$ cat config.mk
export PLATFORM = sky130hd
export DESIGN_NAME = ddr_cmd_logic
export DESIGN_NICKNAME = d
export VERILOG_FILES = /design/src/rtl/ddr_cmd_pkg.sv /design/src/rtl/ddr_cmd_logic.sv
export SDC_FILE = /design/constraint.sdc
export NUM_CORES = 1
export LEC_CHECK = 0
export BUFFER_PORTS_ARGS = -buffer_cell sky130_fd_sc_hd__buf_2
export CORE_ASPECT_RATIO = 1.2
export CORE_UTILIZATION = 25
export CTS_BUF_LIST = sky130_fd_sc_hd__clkbuf_4 sky130_fd_sc_hd__clkbuf_8
export CTS_CLUSTER_SIZE = 30
export DETAILED_ROUTE_END_ITERATION = 10
export GPL_TIMING_DRIVEN = 0
export PLACE_DENSITY_LB_ADDON = 0.15
export SYNTH_ARGS = -nofsm -noshare
export SYNTH_HDL_FRONTEND = slang
export SYNTH_SLANG_ARGS = --single-unit
$ cat constraint.sdc
create_clock -name clk -period 8.34 [get_ports clk]
set_clock_uncertainty 0.2 [all_clocks]
set_input_delay 2.085 -clock clk [delete_from_list [all_inputs] [get_ports clk]]
set_output_delay 2.085 -clock clk [all_outputs]
set_load 0.005 [all_outputs]
$ cat src/rtl/ddr_cmd_pkg.sv
// Constants for the DDR command and power-state logic.
// Assumes a single 100 MHz clock domain in the host design.
package ddr_cmd_pkg;
    localparam int CLK_MHZ    = 100;
    localparam int NUM_BANKS  = 4;
    localparam int BANK_W     = 2;
    localparam int ADDR_W     = 14;
    localparam int COL_W      = 10;
    localparam int AP_BIT     = 10;
    localparam int BURST_CNT  = 8;
    localparam int READ_LAT   = 3;
    localparam int CNT_W      = 16;
    // Times in ns, counts derived by rounding a least time up
    localparam int PRECHARGE_PERIOD_NS = 20;
    localparam int PRECHARGE_CYC = (PRECHARGE_PERIOD_NS * CLK_MHZ + 999) / 1000;
    localparam int SR_EXIT_NS  = 200;
    localparam int SR_EXIT_CYC = (SR_EXIT_NS * CLK_MHZ + 999) / 1000;
    localparam int DLL_LOCK_CYC = 200;
    // Command codes {cs_n, ras_n, cas_n, we_n}
    localparam logic [3:0] CMD_NOP   = 4'hF ^ 4'h8;
    localparam logic [3:0] CMD_MODE  = 4'h0;
    localparam logic [3:0] CMD_ACT   = 4'h3;
    localparam logic [3:0] CMD_READ  = 4'h5;
    localparam logic [3:0] CMD_WRITE = 4'h4;
    localparam logic [3:0] CMD_PRE   = 4'h2;
    localparam logic [3:0] CMD_BST   = 4'h6;
    localparam logic [3:0] CMD_REF   = 4'h1;
    localparam logic [2:0] EV_ACT    = 3'h1;
    localparam logic [2:0] EV_READ   = 3'h2;
    localparam logic [2:0] EV_WRITE  = 3'h3;
    localparam logic [2:0] EV_PRE    = 3'h4;
    localparam logic [2:0] EV_BST    = 3'h5;
    localparam logic [2:0] EV_REF    = 3'h6;
    localparam logic [2:0] EV_MODE   = 3'h7;
    typedef enum logic [3:0] {
        PS_ACTIVE    = 4'h1,
        PS_PRE_PDN   = 4'h2,
        PS_ACT_PDN   = 4'h4,
        PS_SELF_REF  = 4'h8
    } power_state_t;
endpackage

$ cat src/rtl/ddr_cmd_logic.sv
// Command decoder, bank state and power-state tracking of a DDR memory.
// Assumes all pins are asynchronous to clk; each is synchronised before use,
// and the memory clock is sampled and its rising edges found in clk.
//
// How it works
// - Burst stop hits only the reading bank
// - Clock enable low twice holds; rise exits
// - Falling enable picks precharge or active power-down
// - Refresh with enable falling enters self refresh
// - Self refresh exit waits for lock
// - Chip select high registers nothing
// - No-operation registers nothing new
// - Activate opens row in selected bank
// - Read takes column from low address
// - Write takes column from low address
// - Precharge closes one or all banks
// - Burst stop truncates latest non-AP read
// - Bank idle only after precharge period
// - Commands decode from four strobes
`timescale 1ns/10ps
module ddr_cmd_logic
    import ddr_cmd_pkg::*;
#(
    parameter int WIDTH = 24,
    parameter int DEPTH = 16
) (
    // Clock and reset
    input  wire logic                   clk,
    input  wire logic                   reset,
    // Memory-side pins
    input  wire logic                   mem_clk,
    input  wire logic                   cke,
    input  wire logic                   cs_n,
    input  wire logic                   ras_n,
    input  wire logic                   cas_n,
    input  wire logic                   we_n,
    input  wire logic [ddr_cmd_pkg::BANK_W-1:0] bank_sel,
    input  wire logic [ddr_cmd_pkg::ADDR_W-1:0] addr,
    // Event stream out
    output logic                        ev_valid,
    input  wire logic                   ev_ready,
    output logic [WIDTH-1:0]            ev_data,
    // State
    output logic [ddr_cmd_pkg::NUM_BANKS-1:0] bank_open_q,
    output logic [ddr_cmd_pkg::NUM_BANKS-1:0] bank_idle_q,
    output logic [3:0]                  power_state_q,
    output logic                        read_ready_q,
    output logic                        cmd_lost_q
);
    import ddr_cmd_pkg::*;

    logic [1:0] clk_s_q, cke_s_q, cs_s_q, ras_s_q, cas_s_q, we_s_q;
    logic [BANK_W-1:0] ba_s1_q, ba_s2_q;
    logic [ADDR_W-1:0] a_s1_q, a_s2_q;
    logic clk_prev_q;
    logic cke_prev_q;
    logic [ADDR_W-1:0] mode_q;
    logic [BANK_W-1:0] rd_bank_q;
    logic rd_live_q;
    logic [CNT_W-1:0] rd_left_q;
    logic [CNT_W-1:0] xs_cnt_q;
    logic [CNT_W-1:0] pre_cnt_q [NUM_BANKS];
    logic [ADDR_W-1:0] row_q [NUM_BANKS];
    logic [COL_W-1:0] col_q;
    logic [3:0] refresh_cnt_q;
    power_state_t ps_q;

    always_ff @(posedge clk) begin
        clk_s_q <= {clk_s_q[0], mem_clk};
        cke_s_q <= {cke_s_q[0], cke};
        cs_s_q  <= {cs_s_q[0], cs_n};
        ras_s_q <= {ras_s_q[0], ras_n};
        cas_s_q <= {cas_s_q[0], cas_n};
        we_s_q  <= {we_s_q[0], we_n};
        ba_s1_q <= bank_sel;
        ba_s2_q <= ba_s1_q;
        a_s1_q  <= addr;
        a_s2_q  <= a_s1_q;
        clk_prev_q <= clk_s_q[1];
    end

    wire        edge_w   = clk_s_q[1] & ~clk_prev_q;
    wire [3:0]  cmd_w    = {cs_s_q[1], ras_s_q[1], cas_s_q[1], we_s_q[1]};
    wire        cke_w    = cke_s_q[1];
    wire [BANK_W-1:0] ba_w = ba_s2_q;
    wire        all_bit_w = a_s2_q[AP_BIT];
    wire        all_idle_w = &bank_idle_q;
    wire        any_open_w = |bank_open_q;
    // Commands take effect only with enable high at both edges
    wire        run_w    = edge_w & cke_w & cke_prev_q & (ps_q == PS_ACTIVE);
    wire        sel_w    = run_w & ~cmd_w[3];
    wire        is_nop_w = (cmd_w == CMD_NOP) | cmd_w[3];
    wire        is_act_w = sel_w & (cmd_w == CMD_ACT);
    wire        is_rd_w  = sel_w & (cmd_w == CMD_READ);
    wire        is_wr_w  = sel_w & (cmd_w == CMD_WRITE);
    wire        is_pre_w = sel_w & (cmd_w == CMD_PRE);
    wire        is_bst_w = sel_w & (cmd_w == CMD_BST) & rd_live_q
                           & (ba_w == rd_bank_q);
    wire        is_ref_w = sel_w & (cmd_w == CMD_REF) & all_idle_w;
    wire        is_mode_w = sel_w & (cmd_w == CMD_MODE) & all_idle_w;
    wire        sr_enter_w = edge_w & cke_prev_q & ~cke_w & (ps_q == PS_ACTIVE)
                           & ~cmd_w[3] & (cmd_w == CMD_REF) & all_idle_w;
    wire        pd_enter_w = edge_w & cke_prev_q & ~cke_w & (ps_q == PS_ACTIVE)
                           & is_nop_w;
    wire        exit_w   = edge_w & ~cke_prev_q & cke_w & is_nop_w
                           & (ps_q != PS_ACTIVE);
    wire        rd_ok_w  = bank_open_q[ba_w] & read_ready_q;
    wire        wr_ok_w  = bank_open_q[ba_w];
    wire        ap_w     = a_s2_q[AP_BIT];

    logic [2:0]       ev_kind;
    logic             ev_push;
    wire              fifo_ready;
    always_comb begin
        ev_kind = 3'h0;
        if (is_act_w) ev_kind = EV_ACT;
        else if (is_rd_w & rd_ok_w) ev_kind = EV_READ;
        else if (is_wr_w & wr_ok_w) ev_kind = EV_WRITE;
        else if (is_pre_w) ev_kind = EV_PRE;
        else if (is_bst_w) ev_kind = EV_BST;
        else if (is_ref_w) ev_kind = EV_REF;
        else if (is_mode_w) ev_kind = EV_MODE;
    end
    assign ev_push = (ev_kind != 3'h0);
    wire [WIDTH-1:0] ev_word = WIDTH'({ev_kind, ap_w, ba_w, a_s2_q});

    always_ff @(posedge clk) begin
        if (reset) begin
            cke_prev_q <= 1'b0;
            ps_q       <= PS_ACTIVE;
            xs_cnt_q   <= '0;
            read_ready_q <= 1'b1;
            cmd_lost_q <= 1'b0;
        end else begin
            if (edge_w) cke_prev_q <= cke_w;
            if (pd_enter_w & all_idle_w) ps_q <= PS_PRE_PDN;
            else if (pd_enter_w & any_open_w) ps_q <= PS_ACT_PDN;
            else if (pd_enter_w) ps_q <= PS_PRE_PDN;
            else if (sr_enter_w) ps_q <= PS_SELF_REF;
            else if (exit_w) ps_q <= PS_ACTIVE;
            if (sr_enter_w) read_ready_q <= 1'b0;
            if (exit_w & (ps_q == PS_SELF_REF)) xs_cnt_q <= CNT_W'(DLL_LOCK_CYC);
            else if (edge_w & (xs_cnt_q != '0) & cke_w) begin
                xs_cnt_q <= xs_cnt_q - 1'b1;
                if (xs_cnt_q == CNT_W'(1)) read_ready_q <= 1'b1;
            end
            if (ev_push & ~fifo_ready) cmd_lost_q <= 1'b1;
        end
    end

    always_ff @(posedge clk) begin
        if (reset) begin
            mode_q <= '0;
            rd_live_q <= 1'b0;
            rd_bank_q <= '0;
            rd_left_q <= '0;
            col_q <= '0;
            refresh_cnt_q <= '0;
        end else begin
            if (is_mode_w) mode_q <= a_s2_q;
            if (is_ref_w) refresh_cnt_q <= refresh_cnt_q + 1'b1;
            if ((is_rd_w & rd_ok_w) | (is_wr_w & wr_ok_w))
                col_q <= a_s2_q[COL_W-1:0];
            if (is_rd_w & rd_ok_w & ~ap_w) begin
                rd_live_q <= 1'b1;
                rd_bank_q <= ba_w;
                rd_left_q <= CNT_W'(BURST_CNT / 2);
            end else if (is_bst_w | (is_wr_w & wr_ok_w)) begin
                rd_live_q <= 1'b0;
            end else if (edge_w & rd_live_q) begin
                rd_left_q <= rd_left_q - 1'b1;
                if (rd_left_q == CNT_W'(1)) rd_live_q <= 1'b0;
            end
        end
    end

    genvar b;
    generate
        for (b = 0; b < NUM_BANKS; b++) begin : g_bank
            wire this_w  = (ba_w == BANK_W'(b));
            wire close_w = is_pre_w & (all_bit_w | this_w);
            always_ff @(posedge clk) begin
                if (reset) begin
                    bank_open_q[b] <= 1'b0;
                    bank_idle_q[b] <= 1'b1;
                    pre_cnt_q[b]   <= '0;
                    row_q[b]       <= '0;
                end else if (is_act_w & this_w & bank_idle_q[b]) begin
                    bank_open_q[b] <= 1'b1;
                    bank_idle_q[b] <= 1'b0;
                    row_q[b]       <= a_s2_q;
                end else if (close_w & bank_open_q[b]) begin
                    bank_open_q[b] <= 1'b0;
                    pre_cnt_q[b]   <= CNT_W'(PRECHARGE_CYC);
                end else if (~bank_open_q[b] & ~bank_idle_q[b] & edge_w) begin
                    if (pre_cnt_q[b] <= CNT_W'(1)) bank_idle_q[b] <= 1'b1;
                    pre_cnt_q[b] <= pre_cnt_q[b] - 1'b1;
                end
            end
        end
    endgenerate

    assign power_state_q = ps_q;

    ddr_event_fifo #(
        .WIDTH (WIDTH),
        .DEPTH (DEPTH)
    ) u_fifo (
        .clk       (clk),
        .reset     (reset),
        .in_valid  (ev_push),
        .in_ready  (fifo_ready),
        .in_data   (ev_word),
        .out_valid (ev_valid),
        .out_ready (ev_ready),
        .out_data  (ev_data)
    );

    chk_bank_idle_wait: assert property (@(posedge clk) disable iff (reset)
        $rose(bank_idle_q[0]) |-> $past(bank_open_q[0], 1) == 1'b0)
        else $error("bank went idle while open");
    chk_sr_entry: assert property (@(posedge clk) disable iff (reset)
        sr_enter_w |=> (ps_q == PS_SELF_REF) & ~read_ready_q)
        else $error("self refresh not entered");
    chk_pd_kind: assert property (@(posedge clk) disable iff (reset)
        pd_enter_w & any_open_w |=> ps_q == PS_ACT_PDN)
        else $error("wrong power-down kind");
    chk_hold_low: assert property (@(posedge clk) disable iff (reset)
        edge_w & ~cke_w & ~cke_prev_q & (ps_q != PS_ACTIVE) |=> $stable(ps_q))
        else $error("power state left with enable low");
    chk_deselect_quiet: assert property (@(posedge clk) disable iff (reset)
        cmd_w[3] |-> ~ev_push)
        else $error("command registered while deselected");
    chk_mode_idle: assert property (@(posedge clk) disable iff (reset)
        run_w & (cmd_w == CMD_MODE) |=>
            mode_q == ($past(all_idle_w) ? $past(a_s2_q) : $past(mode_q)))
        else $error("mode load wrong");
    chk_act_opens: assert property (@(posedge clk) disable iff (reset)
        is_act_w & bank_idle_q[ba_w] |=>
            bank_open_q[$past(ba_w)] & (row_q[$past(ba_w)] == $past(a_s2_q)))
        else $error("activate did not open bank");
    chk_bst_ends: assert property (@(posedge clk) disable iff (reset)
        is_bst_w |=> ~rd_live_q)
        else $error("burst stop ignored");
    chk_col_taken: assert property (@(posedge clk) disable iff (reset)
        (is_rd_w & rd_ok_w) | (is_wr_w & wr_ok_w) |=> col_q == $past(a_s2_q[COL_W-1:0]))
        else $error("column not taken");
    chk_one_refresh: assert property (@(posedge clk) disable iff (reset)
        is_ref_w |=> refresh_cnt_q == $past(refresh_cnt_q) + 4'h1)
        else $error("refresh count wrong");
    chk_lock_wait: assert property (@(posedge clk) disable iff (reset)
        exit_w & (ps_q == PS_SELF_REF) |=>
            ~read_ready_q & (xs_cnt_q == CNT_W'(DLL_LOCK_CYC)))
        else $error("lock wait not started");
endmodule // ddr_cmd_logic

module ddr_event_fifo #(
    parameter int WIDTH = 24,
    parameter int DEPTH = 16
) (
    // Clock and reset
    input  wire logic             clk,
    input  wire logic             reset,
    // Fill side
    input  wire logic             in_valid,
    output logic                  in_ready,
    input  wire logic [WIDTH-1:0] in_data,
    // Drain side
    output logic                  out_valid,
    input  wire logic             out_ready,
    output logic [WIDTH-1:0]      out_data
);
    localparam int AW = $clog2(DEPTH);
    logic [WIDTH-1:0] mem_q [DEPTH];
    logic [AW-1:0]    wp_q, rp_q;
    logic [AW:0]      cnt_q;
    wire push_w = in_valid & in_ready;
    wire pop_w  = out_valid & out_ready;
    assign in_ready  = (cnt_q != (AW+1)'(DEPTH));
    assign out_valid = (cnt_q != '0);
    assign out_data  = mem_q[rp_q];
    always_ff @(posedge clk) begin
        if (reset) begin
            wp_q <= '0;
            rp_q <= '0;
            cnt_q <= '0;
        end else begin
            if (push_w) wp_q <= wp_q + 1'b1;
            if (pop_w) rp_q <= rp_q + 1'b1;
            cnt_q <= cnt_q + (AW+1)'(push_w) - (AW+1)'(pop_w);
        end
    end
    always_ff @(posedge clk) begin
        if (push_w) mem_q[wp_q] <= in_data;
    end
endmodule // ddr_event_fifo

==> qor.csv <==
metric;value;unit
wire length of the first global-routing pass;72800;um
1st-iter DRT viols;604;
Lkg Pwr;7.65;nW
status;finished clean;
fin crit period;6.01;ns
hold slack;0.117;ns
Placeable Area;0.0767;mm2
Total GRT Usage;12.3;%
DRT Pass-1 Iters;5;
Nets;1430;
RSZ-0062 raised after global routing;false;
largest area contributor in the netlist;edfxtp_1;
synthesized area;0.0194;mm2
CTS sink count;480;
Worst-Skew Late Latency;0.67;ns
post-route ant nets;0;
Synth Flop Type;edfxtp_1;
Slew headroom;11.7;%
CTS Buf Count;91;
Worst Setup End Kind;output pin;
Synth cell types;70;
commonest non-fill, non-tap cells in the layout;368 x edfxtp_1, 112 x nor2_1, 112 x dfxtp_1;
P&R area growth vs syn;18.7;%
Die Area;0.0789;mm2
GR Overflow Total;0;
critical path's top delay family;buffers and inverters;
Int Pwr;4.51;mW
# setup viols final;0;
register area share after synthesis;68.4;%
Seq pwr share;44.1;%
post-route setup TNS;0;ns
CTS tree;yes;
Final Wtd Congestion;0.719;
cells after synthesis;1220;
worst-path maximum fanout;10;
top cell type's share of synthesized area;56.8;%
die height;307;um
CP bufs+invs;4;
Worst path max stage delay;0.76;ns
Ys Warns;0;
CTS resizes;0;
PD cells;267;mW/mm2
Max IR drop VDD;0.000186;V
CP startpoint kind;flip-flop;
worst setup path class;flip-flop to output pin;
via count;10990;
layout cells sized above 1;25.8;%
synth top area cells;edfxtp_1 57%, dfxtp_1 12%, mux4_2 11%;
Comb power frac;17.0;%
H-Tree Depth;3;
crit path DAT;3.73;ns
clock share of power;38.9;%
FMAX;0.166;GHz
maxcap violations;0;
Sw Ratio;26.9;%
average wire per standard cell;19.2;um
Die X;257;um
#FFs+latches synth;480;
Clock transition at path regs;0.06;ns
row cnt;111;
largest net degree at the start of global routing;23;
# DRC;0;
CTS max path bufs;3;
P_sw;1.66;mW
Slew Viols, Final;0;
mean post-synth cell area;15.9;um2
most common cell after layout, fill and taps aside;edfxtp_1;
clock tree root driver cell;clkbuf_8;
Worst-Margin Slew;1.32;ns
crit share post-route;72.1;%
initial antenna violation count;2;
Post-CTS Setup Bufs;0;
final core utilization;30.1;%
vias in the first global route;11788;
Worst EP required;6.06;ns
Async S/R FF share, synth;0;%
Via density;4.44;
I/O Pins;64;
Slowest-stage cell, CP;clkbuf_1;
DRT Wirelength;47600;um
worst path cell trace;clkbuf_1 > clkbuf_1 > mux4_2 > mux4_2 > buf_4 > buf_2;
Initial Util;25.4;%
Fin. Hold Viols;0;
class of the worst hold path;flip-flop to flip-flop;
hold_buf cts;0;
Port Buf Inserts;58;
HPWL Detailed;28400;um
Post-synth EDFFs;368;
## kinds of logic (layout without fill, tap and decap cells)
| kind of cell | after synthesis | count (layout) | synth area share (%) |
|---|---|---|---|
| buf+inv | 81 | 317 | 1.82 |
| xor+xnor | 63 | 63 | 2.84 |
| mux | 104 | 104 | 11.5 |
| other cells | 1 | 5 | 0.0193 |
| fa+ha+maj | 25 | 25 | 1.65 |
| compound gates | 122 | 122 | 4.09 |
| flops | 480 | 480 | 68.4 |
| simple gates | 344 | 344 | 9.74 |
## through the flow
| step | setup WS [ns] | std cells | instance area (um2) | power, mW |
|---|---|---|---|---|
| final | 2.33 | 2477 | 23100 | 6.16 |
| after detailed placement | 2.96 | 2301 | 21100 | 3.84 |
| after floorplan | 3.90 | 1223 | 19500 | 3.50 |
| after global placement | 2.97 | 2298 | 21000 | 3.84 |
| after global routing | 2.12 | 2477 | 23100 | 6.48 |
| after CTS | 2.21 | 2473 | 23000 | 6.29 |
## power groups by stage
stage | clock (mW) | sequential [mW] | combinational, mW
after global routing | 2.59 | 2.73 | 1.16
after CTS | 2.49 | 2.72 | 1.08
after floorplan | 0 | 2.74 | 0.759
after detailed placement | 0 | 2.77 | 1.07
after global placement | 0 | 2.77 | 1.07
final | 2.40 | 2.72 | 1.05
## cells in the mapped netlist, types with 16 or more instances
| cell type | number |
|---|---|
| a21oi_1 | 47 |
| nand2_1 | 38 |
| nand2b_1 | 16 |
| mux4_2 | 95 |
| nor3_1 | 28 |
| and3_1 | 17 |
| or4_1 | 20 |
| xnor2_1 | 32 |
| or3_1 | 20 |
| xor2_1 | 31 |
| edfxtp_1 | 368 |
| o21ai_0 | 19 |
| inv_1 | 26 |
| dfxtp_1 | 112 |
| clkbuf_1 | 31 |
| nor2_1 | 112 |
| ha_1 | 24 |
## layout make-up
cell class | count | area (um2)
fill | 7733 | 53600
sequential | 480 | 13300
multi-input combinational | 662 | 5820
clock buffer | 155 | 1830
tap | 1017 | 1270
timing repair buffer | 64 | 402
buffer | 54 | 253
clock inverter | 17 | 116
inverter | 27 | 101
antenna | 1 | 2.50
## sequential cells by signal, indices dropped and copies added (netlist names), 4 cells and up, named ones only
signal	cells
u_fifo.mem_q	304
pre_cnt_q	64
rd_left_q	16
xs_cnt_q	16
a_s1_q	14
a_s2_q	14
u_fifo.cnt_q	5
bank_idle_q	4
bank_open_q	4
power_state_q	4
u_fifo.rp_q	4
u_fifo.wp_q	4
## worst register-to-register path: cells and delay by family (launching register included)
family | cells | cell delay, ns
AND/OR/NAND/NOR | 3 | 1.54
AO/OA/AOI/OAI | 2 | 0.53
buffers and inverters | 2 | 0.63
flip-flops | 1 | 0.78
## metal layers
layer | wire length (um) | part of all wire, % | up-vias | GRT usage, %
met5 | 0 | 0 | - | 0
met4 | 1430 | 3.0 | 0 | 4.28
met3 | 1940 | 4.1 | 102 | 2.68
met2 | 23400 | 49 | 223 | 20.6
met1 | 20900 | 44 | 5564 | 15.6
li1 | - | - | 5101 | -
## path summary, 6_finish.rpt
path	from	cells after the start	slack [ns]	to
worst max-delay path	flip-flop	6	2.33	ev_data[16]
worst min-delay path	a_s1_q[13]	0	0.12	a_s2_q[13]
worst max register to register	ba_s2_q[1]	7	4.24	u_fifo.mem_q[14][15]
worst min register to register	a_s1_q[13]	0	0.12	a_s2_q[13]
(Power assumes the default switching activity.)
